[config.mk]
export PLATFORM = sky130hd
export DESIGN_NAME = sser_report
export DESIGN_NICKNAME = d
export VERILOG_FILES = /design/src/common/sser_pkg.sv /design/src/core/sser_report.sv /design/src/core/sser_bytelist.sv
export SDC_FILE = /design/constraint.sdc
export NUM_CORES = 1
export LEC_CHECK = 0
export BUFFER_PORTS_ARGS = -buffer_cell sky130_fd_sc_hd__buf_2
export CAP_MARGIN = 20
export CORE_MARGIN = 2
export CORE_UTILIZATION = 50
export CTS_CLUSTER_SIZE = 16
export DETAILED_ROUTE_END_ITERATION = 7
export HOLD_SLACK_MARGIN = 0.15
export PLACE_DENSITY = 0.74
export SYNTH_ARGS = -nofsm -noshare
export SYNTH_HDL_FRONTEND = slang
export SYNTH_SLANG_ARGS = --single-unit
[constraint.sdc]
create_clock -name clk_sys -period 4 [get_ports clk_sys]
set_input_delay 0.4 -clock clk_sys [delete_from_list [all_inputs] [get_ports clk_sys]]
set_output_delay 0.4 -clock clk_sys [all_outputs]
set_load 0.02 [all_outputs]
[src/common/sser_pkg.sv]
package sser_pkg;
   // ==========================================
   // field widths
   localparam int FIELD_W = 16;
   localparam int ADDR_W = 4;
   localparam int PAR_WORDS = 5;
   localparam int UNIT_LIST_MAX = 10;

   // ==========================================
   // access-errors bit positions
   localparam int AE_PARALLEL = 15;
   localparam int AE_UNINIT = 14;
   localparam int AE_NO_SPARES = 13;
   localparam int AE_NOT_READY = 12;
   localparam int AE_WPROT = 11;
   localparam int AE_NO_DATA = 10;
   localparam int AE_UNREC_OVF = 7;
   localparam int AE_UNREC = 6;
   localparam int AE_EOF = 4;
   localparam int AE_EOV = 3;

   // ==========================================
   // information field bit positions
   localparam int IN_REL_OPER = 15;
   localparam int IN_REL_DIAG = 14;
   localparam int IN_REL_MAINT = 13;
   localparam int IN_ONE_SPARE = 12;
   localparam int IN_OVERRUN = 11;
   localparam int IN_AUTO_SPARE = 8;
   localparam int IN_REC_OVF = 6;
   localparam int IN_MARGINAL = 5;
   localparam int IN_REC = 4;
   localparam int IN_MT_OVF = 2;

   // ==========================================
   // parameter area constants
   localparam logic [7:0] UNIT_LIST_END = 8'hFF;
   localparam logic [15:0] FIELD_RST = 16'h0000;
   localparam int SPARE_ADDR_WORDS = 3;
   localparam int SPARE_LEN_WORDS = 2;
   localparam int DIAG_WORDS = 3;

   // ==========================================
   // register map, word indices on the plain register port
   localparam logic [ADDR_W-1:0] REG_ACCESS = 4'h0;
   localparam logic [ADDR_W-1:0] REG_INFO = 4'h1;
   localparam logic [ADDR_W-1:0] REG_PAR0 = 4'h2;
   localparam logic [ADDR_W-1:0] REG_PAR4 = 4'h6;
   localparam logic [ADDR_W-1:0] REG_KIND = 4'h7;
   localparam logic [ADDR_W-1:0] REG_CTRL = 4'h8;
   localparam int CTRL_CLEAR = 0;
   localparam int CTRL_HOLD = 1;

   // which content the parameter area carries
   typedef enum logic [2:0] {
      SSER_PK_NONE = 3'h0,
      SSER_PK_ADDR = 3'h1,
      SSER_PK_SPARE = 3'h2,
      SSER_PK_XUNIT = 3'h3,
      SSER_PK_DIAG = 3'h4
   } sser_pkind_e;

   // severity ranks; larger is more serious
   localparam logic [3:0] SEV_NONE = 4'h0;
   localparam logic [3:0] SEV_REC = 4'h1;
   localparam logic [3:0] SEV_MARG = 4'h2;
   localparam logic [3:0] SEV_EOF = 4'h3;
   localparam logic [3:0] SEV_EOV = 4'h4;
   localparam logic [3:0] SEV_UNREC = 4'h5;
   localparam logic [3:0] SEV_SPECIAL = 4'h6;

   // condition events from the drive logic, one-cycle pulses
   typedef struct packed {
      logic parallel_busy;
      logic media_unusable;
      logic no_spares;
      logic not_ready;
      logic write_prot;
      logic no_data;
      logic unrec_err;
      logic eof_mark;
      logic end_volume;
      logic rel_oper;
      logic rel_diag;
      logic rel_maint;
      logic one_spare;
      logic overrun;
      logic auto_spare;
      logic marginal;
      logic rec_err;
      logic mt_full;
      logic spare_done;
      logic xunit_err;
      logic diag_fail;
   } sser_evt_s;

   // addresses and payloads that ride with the events
   typedef struct packed {
      logic [47:0] addr;
      logic [31:0] length;
      logic [7:0] unit;
      logic [7:0] diag_num;
   } sser_arg_s;
endpackage

[src/core/sser_report.sv]
// Contract
// RULE1 - busy with other operations sets access bit 15
// RULE2 - unformatted or unusable medium sets access bit 14
// RULE3 - spare command with no spares left sets access bit 13
// RULE4 - unit not ready sets access bit 12
// RULE5 - write protected unit sets access bit 11
// RULE6 - read of never-written block sets access bit 10
// RULE7 - unrecoverable error bit 6, second one bit 7, first address kept
// RULE8 - end-of-file sets access bit 4, parameter holds following block address
// RULE9 - past end of volume sets access bit 3, parameter holds last block
// RULE10 - release for operator load or unload sets info bit 15
// RULE11 - host may deny release, else grants it while idle
// RULE12 - diagnostic release sets info bit 14, maintenance release bit 13
// RULE13 - exactly one spare left sets info bit 12
// RULE14 - host too slow without data loss sets info bit 11
// RULE15 - automatic sparing without loss sets info bit 8
// RULE16 - several recoverable errors set info bit 6, first one kept
// RULE17 - difficult recovery sets info bit 5, plain recovery bit 4
// RULE18 - full maintenance track sets info bit 2
// RULE19 - parameter area holds parameters of the most serious error
// RULE20 - spare operation: start address in 3 words, byte length in 2
// RULE21 - cross-unit: byte list of units ended by FF hex
// RULE22 - diagnostic: failed numbers one byte each in first 3 words
//
// Local design decisions: the register addresses and strobed register access.
module sser_report #(
   parameter int UNITS = 10 // room in the cross-unit list, marker included
) (
   input wire logic clk_sys, // system clock, 125 MHz
   input wire logic sys_rst, // synchronous reset, active high
   input wire sser_pkg::sser_evt_s evt, // condition pulses from drive logic
   input wire sser_pkg::sser_arg_s arg, // payload beside the pulses
   input wire logic [sser_pkg::ADDR_W-1:0] reg_addr, // register word index
   input wire logic [sser_pkg::FIELD_W-1:0] reg_wdata, // write data
   input wire logic reg_wr, // write strobe
   input wire logic reg_rd, // read strobe
   output logic [sser_pkg::FIELD_W-1:0] reg_rdata, // read data, cycle after strobe
   output logic [sser_pkg::FIELD_W-1:0] access_field, // live access-errors field
   output logic [sser_pkg::FIELD_W-1:0] info_field, // live information field
   output logic release_req // any release request pending
);
   localparam int PW = sser_pkg::PAR_WORDS * sser_pkg::FIELD_W;

   logic [sser_pkg::FIELD_W-1:0] next_access;
   logic [sser_pkg::FIELD_W-1:0] next_info;
   logic [PW-1:0] par;
   logic [3:0] sev;
   logic [3:0] sev_base;
   sser_pkg::sser_pkind_e pkind;
   logic unrec_seen;
   logic rec_seen;
   logic hold;
   logic clr;
   logic [UNITS*8-1:0] unit_bytes;
   logic [sser_pkg::DIAG_WORDS*16-1:0] diag_bytes;
   logic [2:0] diag_cnt;

   // ==========================================
   // software clear pulse; hold freezes the report while host reads it
   assign clr = reg_wr && reg_addr == sser_pkg::REG_CTRL && reg_wdata[sser_pkg::CTRL_CLEAR];

   always_ff @(posedge clk_sys) begin
      if (sys_rst)
         hold <= 1'b0;
      else if (reg_wr && reg_addr == sser_pkg::REG_CTRL)
         hold <= reg_wdata[sser_pkg::CTRL_HOLD];
   end

   // ==========================================
   // access-errors field; new events win over a clear in the same cycle
   always_comb begin
      next_access = clr ? sser_pkg::FIELD_RST : access_field;
      if (!hold) begin
         if (evt.parallel_busy) next_access[sser_pkg::AE_PARALLEL] = 1'b1; // [RULE1]
         if (evt.media_unusable) next_access[sser_pkg::AE_UNINIT] = 1'b1; // [RULE2]
         if (evt.no_spares) next_access[sser_pkg::AE_NO_SPARES] = 1'b1; // [RULE3]
         if (evt.not_ready) next_access[sser_pkg::AE_NOT_READY] = 1'b1; // [RULE4]
         if (evt.write_prot) next_access[sser_pkg::AE_WPROT] = 1'b1; // [RULE5]
         if (evt.no_data) next_access[sser_pkg::AE_NO_DATA] = 1'b1; // [RULE6]
         if (evt.unrec_err) begin
            next_access[sser_pkg::AE_UNREC] = 1'b1; // [RULE7]
            if (unrec_seen && !clr)
               next_access[sser_pkg::AE_UNREC_OVF] = 1'b1; // [RULE7]
         end
         if (evt.eof_mark) next_access[sser_pkg::AE_EOF] = 1'b1; // [RULE8]
         if (evt.end_volume) next_access[sser_pkg::AE_EOV] = 1'b1; // [RULE9]
      end
   end

   always_ff @(posedge clk_sys) begin
      if (sys_rst)
         access_field <= sser_pkg::FIELD_RST;
      else
         access_field <= next_access;
   end

   // ==========================================
   // information field
   always_comb begin
      next_info = clr ? sser_pkg::FIELD_RST : info_field;
      if (!hold) begin
         if (evt.rel_oper) next_info[sser_pkg::IN_REL_OPER] = 1'b1; // [RULE10]
         if (evt.rel_diag) next_info[sser_pkg::IN_REL_DIAG] = 1'b1; // [RULE12]
         if (evt.rel_maint) next_info[sser_pkg::IN_REL_MAINT] = 1'b1; // [RULE12]
         if (evt.one_spare) next_info[sser_pkg::IN_ONE_SPARE] = 1'b1; // [RULE13]
         if (evt.overrun) next_info[sser_pkg::IN_OVERRUN] = 1'b1; // [RULE14]
         if (evt.auto_spare) next_info[sser_pkg::IN_AUTO_SPARE] = 1'b1; // [RULE15]
         if (evt.rec_err && rec_seen && !clr)
            next_info[sser_pkg::IN_REC_OVF] = 1'b1; // [RULE16]
         if (evt.marginal) next_info[sser_pkg::IN_MARGINAL] = 1'b1; // [RULE17]
         if (evt.rec_err) next_info[sser_pkg::IN_REC] = 1'b1; // [RULE17]
         if (evt.mt_full) next_info[sser_pkg::IN_MT_OVF] = 1'b1; // [RULE18]
      end
   end

   always_ff @(posedge clk_sys) begin
      if (sys_rst)
         info_field <= sser_pkg::FIELD_RST;
      else
         info_field <= next_info;
   end

   // release line only reports; granting is the host's decision
   always_ff @(posedge clk_sys) begin
      if (sys_rst)
         release_req <= 1'b0;
      else
         release_req <= |next_info[sser_pkg::IN_REL_OPER:sser_pkg::IN_REL_MAINT]; // [RULE11]
   end

   // ==========================================
   // first-error trackers for the overflow bits
   always_ff @(posedge clk_sys) begin
      if (sys_rst) begin
         unrec_seen <= 1'b0;
         rec_seen <= 1'b0;
      end else begin
         if (evt.unrec_err && !hold)
            unrec_seen <= 1'b1;
         else if (clr)
            unrec_seen <= 1'b0;
         if (evt.rec_err && !hold)
            rec_seen <= 1'b1;
         else if (clr)
            rec_seen <= 1'b0;
      end
   end

   // ==========================================
   // cross-unit list and diagnostic byte packing
   sser_bytelist #(
      .DEPTH(UNITS)
   ) u_units (
      .clk_sys(clk_sys),
      .sys_rst(sys_rst),
      .clear(clr),
      .push(evt.xunit_err && !hold),
      .din(arg.unit),
      .terminate(evt.xunit_err && !hold),
      .bytes(unit_bytes)
   );

   always_ff @(posedge clk_sys) begin
      if (sys_rst || (clr && !(evt.diag_fail && !hold))) begin
         diag_bytes <= '0;
         diag_cnt <= '0;
      end else if (clr) begin
         // a result in the clear cycle opens the new list
         diag_bytes <= {arg.diag_num, {($bits(diag_bytes)-8){1'b0}}}; // [RULE22]
         diag_cnt <= 3'h1;
      end else if (evt.diag_fail && !hold && int'(diag_cnt) < 2 * sser_pkg::DIAG_WORDS) begin
         diag_bytes[(2*sser_pkg::DIAG_WORDS-1-int'(diag_cnt))*8 +: 8] <= arg.diag_num; // [RULE22]
         diag_cnt <= diag_cnt + 3'h1;
      end
   end

   // ==========================================
   // parameter area: the most serious event owns it; equal rank keeps the first except special kinds, where the latest wins,
   // so overflow cases still report the first error's address
   assign sev_base = clr ? sser_pkg::SEV_NONE : sev;

   // a clear drops the old owner; an event in the same cycle still takes over
   always_ff @(posedge clk_sys) begin
      if (sys_rst || clr) begin
         par <= '0;
         sev <= sser_pkg::SEV_NONE;
         pkind <= sser_pkg::SSER_PK_NONE;
      end
      if (!sys_rst && !hold) begin
         if (evt.spare_done) begin
            par <= {arg.addr, arg.length}; // [RULE20]
            sev <= sser_pkg::SEV_SPECIAL;
            pkind <= sser_pkg::SSER_PK_SPARE;
         end else if (evt.xunit_err) begin
            pkind <= sser_pkg::SSER_PK_XUNIT; // [RULE21]
            sev <= sser_pkg::SEV_SPECIAL;
         end else if (evt.diag_fail) begin
            pkind <= sser_pkg::SSER_PK_DIAG; // [RULE22]
            sev <= sser_pkg::SEV_SPECIAL;
         end else if (evt.unrec_err && sev_base < sser_pkg::SEV_UNREC) begin
            par <= {arg.addr, 32'h0000_0000}; // [RULE7]
            sev <= sser_pkg::SEV_UNREC; // [RULE19]
            pkind <= sser_pkg::SSER_PK_ADDR;
         end else if (evt.end_volume && sev_base < sser_pkg::SEV_EOV) begin
            par <= {arg.addr, 32'h0000_0000}; // [RULE9]
            sev <= sser_pkg::SEV_EOV;
            pkind <= sser_pkg::SSER_PK_ADDR;
         end else if (evt.eof_mark && sev_base < sser_pkg::SEV_EOF) begin
            par <= {arg.addr, 32'h0000_0000}; // [RULE8]
            sev <= sser_pkg::SEV_EOF;
            pkind <= sser_pkg::SSER_PK_ADDR;
         end else if (evt.marginal && sev_base < sser_pkg::SEV_MARG) begin
            par <= {arg.addr, 32'h0000_0000}; // [RULE19]
            sev <= sser_pkg::SEV_MARG;
            pkind <= sser_pkg::SSER_PK_ADDR;
         end else if (evt.rec_err && sev_base < sser_pkg::SEV_REC) begin
            par <= {arg.addr, 32'h0000_0000}; // [RULE16]
            sev <= sser_pkg::SEV_REC;
            pkind <= sser_pkg::SSER_PK_ADDR;
         end
      end
   end

   // ==========================================
   // parameter word view chosen by kind
   logic [PW-1:0] par_view;
   always_comb begin
      case (pkind)
         sser_pkg::SSER_PK_XUNIT: par_view = unit_bytes[UNITS*8-1 -: PW];
         sser_pkg::SSER_PK_DIAG: par_view = {diag_bytes, 32'h0000_0000};
         default: par_view = par;
      endcase
   end

   // ==========================================
   // read port; unmapped words read zero
   always_ff @(posedge clk_sys) begin
      if (sys_rst) begin
         reg_rdata <= '0;
      end else if (reg_rd) begin
         if (reg_addr == sser_pkg::REG_ACCESS)
            reg_rdata <= access_field;
         else if (reg_addr == sser_pkg::REG_INFO)
            reg_rdata <= info_field;
         else if (reg_addr >= sser_pkg::REG_PAR0 && reg_addr <= sser_pkg::REG_PAR4)
            reg_rdata <= par_view[PW-1-16*int'(reg_addr - sser_pkg::REG_PAR0) -: 16];
         else if (reg_addr == sser_pkg::REG_KIND)
            reg_rdata <= {13'h0000, pkind};
         else if (reg_addr == sser_pkg::REG_CTRL)
            reg_rdata <= {14'h0000, hold, 1'b0};
         else
            reg_rdata <= '0;
      end else begin
         reg_rdata <= '0;
      end
   end
endmodule

[src/core/sser_bytelist.sv]
// ==========================================
// byte list: appends bytes, packs two per word, high byte first
module sser_bytelist #(
   parameter int DEPTH = 10
) (
   input wire logic clk_sys, // system clock
   input wire logic sys_rst, // synchronous reset
   input wire logic clear, // empty the list
   input wire logic push, // append one byte
   input wire logic [7:0] din, // byte to append
   input wire logic terminate, // close the list with the end marker
   output logic [DEPTH*8-1:0] bytes // list, byte 0 in the top lane
);
   localparam int CW = $clog2(DEPTH + 1);
   logic [CW-1:0] count;
   logic [CW-1:0] last;

   assign last = CW'(DEPTH - 1);

   // ==========================================
   // storage; the last slot is kept for the end marker
   always_ff @(posedge clk_sys) begin
      if (sys_rst || (clear && !push)) begin
         bytes <= '1;
         count <= '0;
      end else if (clear) begin
         // a push in the clear cycle starts the new list rather than being lost
         bytes <= {din, {(DEPTH-1){8'hFF}}};
         count <= CW'(1);
      end else if (push && count < last) begin
         bytes[(DEPTH-1-int'(count))*8 +: 8] <= din;
         count <= count + CW'(1);
      end else if (terminate) begin
         bytes[(DEPTH-1-int'(count))*8 +: 8] <= sser_pkg::UNIT_LIST_END; // [RULE21]
      end
   end
endmodule

Word level (Yosys, flattened, before mapping):

Index checks and enable logic that the tools add are counted.

* add/subtract/negate cells: 8
* $lt $le $gt $ge: 9
* eq/ne operators: 5
* shift-type cells: 6
* mux-type cells: 81
* bitwise logic cells: 1
* reductions and logical operators: 41

Operators by type and width (count)
* two-way mux 80 bit: 13
* bitwise mux 80 bit: 2
* case mux 80 bit (2 select lines): 1
* two-way mux 48 bit: 2
* indexed part select 95 x 10 -> 16 bit: 1
* two-way mux 16 bit: 5
* variable shift 8 x 33 -> 80 bit, first input constant: 1
* indexed part select 8 x 33 -> 80 bit: 1
* indexed part select 8 x 33 -> 80 bit, first input constant: 1
* bitwise mux 48 bit: 1
* variable shift 8 x 33 -> 48 bit, first input constant: 1
* indexed part select 8 x 33 -> 48 bit: 1
* two-way mux 4 bit: 11
* two-way mux 3 bit: 12
* negator 32 -> 33 bit: 1
* negator 7 -> 33 bit: 1
* two-way mux 1 bit: 28
* logical AND 1 bit: 20
* nonzero test 2 bit: 5
* subtractor 8 x 9 -> 10 bit, first input constant: 1
* less-than comparator 4 x 2 -> 1 bit, second input constant: 2
* less-than comparator 4 x 3 -> 1 bit, second input constant: 2
* two-way mux 2 bit: 4
* two-way mux 6 bit: 1
* other kinds (24): 33

* register bits: 262
* input port bits: 141
* output and inout port bits: 49
* word-level logic and storage cells: 171

Longest topological paths before layout:

* word-level depth: 15
* mapped depth: 15

Modules after synthesis:

From an unflattened synthesis, not the netlist that was laid out.

* cells, all modules: 1418
* area, all modules: 12739.7 µm²

Modules (own cells, without submodules)
* sser_report: times used 1, cells each 962, area each 8544.4 µm², seq. area each 3563.4 µm²
* sser_bytelist: times used 1, cells each 456, area each 4195.3 µm², seq. area each 1681.6 µm²

Worst setup path after synthesis:

Ideal clock, no wire load.

* kind: flip-flop to flip-flop
* start: register u_units.count[1]
* end: register u_units.bytes[41]
* library setup time: 0.128 ns
* arrival time: 3.163 ns
* required time: 3.872 ns
* setup slack: 0.709 ns
* cell stages (with the launch flop): 14
* path buffers: 1
* period minus slack after synthesis: 3.291 ns
* cell sequence: dfxtp_1 inv_1 ha_1 ha_1 and3b_1 nand2_1 ha_1 or4_1 nor3_2 a21oi_2 or4_1 buf_2 a211oi_1 o21ai_1

* word-level cells in the longest chain between the ends: 6

Ends and longest elaborated chain
* start: declaration: RTL line sser_bytelist.sv:15 `logic [CW-1:0] count;`
* start signal: assignment: RTL line sser_bytelist.sv:32 `count <= count + CW'(1);`
* subtractor 4 x 4 -> 5 bit: RTL line sser_bytelist.sv:31, sser_bytelist.sv:34
* negator 32 -> 33 bit: RTL line sser_bytelist.sv:31, sser_bytelist.sv:34
* indexed part select 8 x 33 -> 80 bit or variable shift 8 x 33 -> 80 bit (tied branches): RTL line sser_bytelist.sv:34, sser_bytelist.sv:31
* bitwise mux 80 bit: RTL line sser_bytelist.sv:34 `bytes[(DEPTH-1-int'(count))*8 +: 8] <= sser_pkg::UNIT_LIST_END;`
* two-way mux 80 bit: RTL line sser_bytelist.sv:33 `end else if (terminate) begin`
* two-way mux 80 bit: RTL line sser_bytelist.sv:30 `end else if (push && count < last) begin`
* end signal: assignment: RTL line sser_bytelist.sv:28 `bytes <= {din, {(DEPTH-1){8'hFF}}};`
* end signal: indexed assignment: RTL line sser_bytelist.sv:31 `bytes[(DEPTH-1-int'(count))*8 +: 8] <= din;`
* end signal: indexed assignment: RTL line sser_bytelist.sv:34
* end: declaration: RTL line sser_bytelist.sv:12 `output logic [DEPTH*8-1:0] bytes`

Several ways; a longest one is shown, not always the timed one. The select of a mux whose other input is x is not followed.
A chain may end at the register's enable or synchronous reset.

Worst setup path in the final report:

* start: register u_units.count[1]
* end: register u_units.bytes[43]

The elaborated chain is that of the path after synthesis.

==> impl_metrics.toml <==
[outcome]
status = "finished clean"

[worst_setup_path]
required_ns = 4.41
end_kind = "register"
reg2reg_slack_ns = 0.27
cp.arrival_ns = 4.14
critPathKind = "register to register"
startpoint_type = "register"
critPathMaxFanout = 11

[clock_tree]
cts.sinks = 262
cts_setup_buffers = 0
cts_hold_buf = 98
cts_inserted_buffers = 27
worst_skew_pair.late_latency_ns = 0.55
path_clk_slew_ns = 0.07
cts_max_level = 1
cts_root_buf = "clkbuf_16"
ctsResizeCount = 0
clockBufferDepth = 3
cts_tree = "done"

[timing]
fmax_mhz = 268.0
finalHoldViolations = 0
maxSlewViolCount = 0
setup_slack_ns = 0.2689
hold_slack_ns = 0.1815
fin_skew_ns = 0.01437
finalSetupTns_ns = 0
post-route-period-util_pct = 93.28
worst_pin_slew_ns = 1.146
slew_headroom_pct = 22.74
layout_min_cycle_time_ns = 3.731
setup-violations-final = 0
rsz0062_at_grt = "false"

[floorplan]
pin_count = 190
start_util_pct = 51.09
die_h_um = 162.1
die_w_um = 162.1
core_region_area_sq_um = 24460
std_cell_rows = 57
dieArea_sq_um = 26270

[detailed_routing]
post_drt_wl_per_cell_um = 21.86
wirelength_mm = 44.49
dr.pass1.iters = 6
drc = 0
routed-via-count = 12680
drtIter0Drc = 1729
viasPerCell = 6.231
ant_nets = 0

[global_route]
first_global_vias = 11660
grt_pass1_wl_mm = 66.92
antenna_found_initial = 0
grt_max_degree = 81
track_usage_pct = 32.54
grt-ovfl-total = 0

[yosys]
yosys.area.top_type = "dfxtp_1"
syn-cell-area_sq_um = 12500
ys_async_sr_fraction_pct = 0
synthFlopType = "dfxtp_1"
yosysWarnings = 0
yosys.area.top_type_share_pct = 41.97
synth_area_leaders = "dfxtp_1, a22o_1, a21oi_1"
synth_seq_cells = 262
synth_edf_count = 0
synth_common_cells = "dfxtp_1, nand2_1, a21oi_1"
yosysUniqueCellTypes = 78
yosysMostFrequentCell = "dfxtp_1"
yosysSeqAreaShare_pct = 41.97
avgSynthCellArea_sq_um = 8.404
syn_inst = 1487

[cells_and_area]
num-fill-cells = 1999
n_antenna_cell = 0
utilization_pct = 62.94
nNetsFinal = 1860
syn_to_final_growth_pct = 23.20
drive_above_1_share_pct = 16.31

[placed_design]
pre_cts_ws_ns = 0.2733
place.gp.congestion = 0.9687
io_buffers = 163
hpwl_mm = 30.24

[run]
cap_violations = 0

[power]
p_seq_share_pct = 42.9
power_frac_comb_pct = 17.9
vdd_drop_max_v = 0.0004089
powerDensity_nw_per_um2 = 431.5
intPower_mw = 4.705
leakage_nw = 6.322
p_clk_share_pct = 39.2
swShare_pct = 29.18
p_sw_mw = 1.939

[worst_hold_path]
hp-class = "primary input to register"
## stage by stage
| stage | power (mW) | instances | instance area, sq um |
|---|---|---|---|
| after CTS | 6.598 | 2033 | 15350 |
| after detailed placement | 3.961 | 1886 | 13460 |
| after global placement | 3.942 | 1886 | 13460 |
| after floorplan | 3.580 | 1498 | 12540 |
| after global routing | 6.844 | 2035 | 15400 |
| final | 6.644 | 2035 | 15400 |
## sequential cells by signal, indices dropped and copies added (netlist names)
| register | count |
|---|---|
| access_field | 10 |
| diag_bytes | 48 |
| diag_cnt | 3 |
| hold | 1 |
| info_field | 10 |
| par | 80 |
| pkind | 3 |
| rec_seen | 1 |
| reg_rdata | 16 |
| release_req | 1 |
| sev | 4 |
| u_units.bytes | 80 |
| u_units.count | 4 |
| unrec_seen | 1 |
## cells in the final DEF, fill, tap and decap left out, types with 14 or more instances in the layout
cell	n
dfxtp_1	261
nand2_1	163
buf_2	163
a21oi_1	147
a22o_1	99
dlygate4sd3_1	98
nor2_1	86
o21ai_0	80
nand3_1	66
o211ai_1	43
inv_1	36
nor3_1	36
buf_4	30
a221oi_1	27
ha_1	27
clkbuf_16	27
a22oi_1	23
a31oi_1	22
nand3b_1	19
mux2i_1	15
nor2b_1	14
## power by group through the flow
stage | combinational [mW] | sequential, mW | clock [mW]
floorplan | 0.701 | 2.88 | 0
global placement | 1.04 | 2.90 | 0
detailed placement | 1.06 | 2.90 | 0
CTS | 1.14 | 2.85 | 2.61
global route | 1.27 | 2.86 | 2.71
finish | 1.19 | 2.85 | 2.60
## layout make-up
| type | instances | area, sq um | area share (%) |
|---|---|---|---|
| clock buffer | 36 | 759.5 | 4.933 |
| multi-input combinational | 1069 | 6604 | 42.89 |
| sequential | 262 | 5246 | 34.08 |
| clock inverter | 13 | 152.6 | 0.9915 |
| timing repair buffer | 294 | 2090 | 13.57 |
| inverter | 37 | 138.9 | 0.9021 |
| tap | 324 | 405.4 | 2.633 |
## worst max-delay path: stages, from the launching register on
cell and delay, ns:
dfxtp_1 0.40, inv_1 0.11, ha_1 0.21, ha_1 0.30, and3b_1 0.34, nand2_1 0.08
ha_1 0.22, or4_1 0.50, nor3_2 0.19, a21oi_2 0.12, or4_1 0.75, a211oi_1 0.28
o21ai_1 0.08
## path summary, 6_finish.rpt
| kind | endpoint | cells after the start | startpoint |
|---|---|---|---|
| worst max-delay path | u_units.bytes[43]$_SDFFE_PP1P_ | 12 | u_units.count[1]$_SDFFE_PP0P_ |
| worst min-delay path | access_field[6]$_SDFF_PP0_ | 2 | evt[14] |
| worst max register to register | u_units.bytes[43]$_SDFFE_PP1P_ | 12 | u_units.count[1]$_SDFFE_PP0P_ |
| worst min register to register | u_units.bytes[6]$_SDFFE_PP1P_ | 1 | u_units.bytes[6]$_SDFFE_PP1P_ |
## per-layer routing
metal / routed length [um] / GRT usage (%)
met5: 0 / 0
met4: 1994 / 12.79
met3: 4708 / 6.767
met2: 19280 / 50.04
met1: 18510 / 44.88
## cell families (layout without fill, tap and decap cells)
group                    count (synthesis)  after routing  share of synthesized area [%]
AO/OA/AOI/OAI                          529            529                          28.83
XOR/XNOR                                 8              8                         0.5607
adder cells (fa/ha/maj)                 28             28                          2.863
buffers and inverters                  167            380                          5.747
flip-flops                             262            262                          41.97
multiplexers                            16             16                          1.292
other                                    1             12                        0.03001
AND/OR/NAND/NOR                        476            476                          18.71
Power figures use the tool's default switching activity.
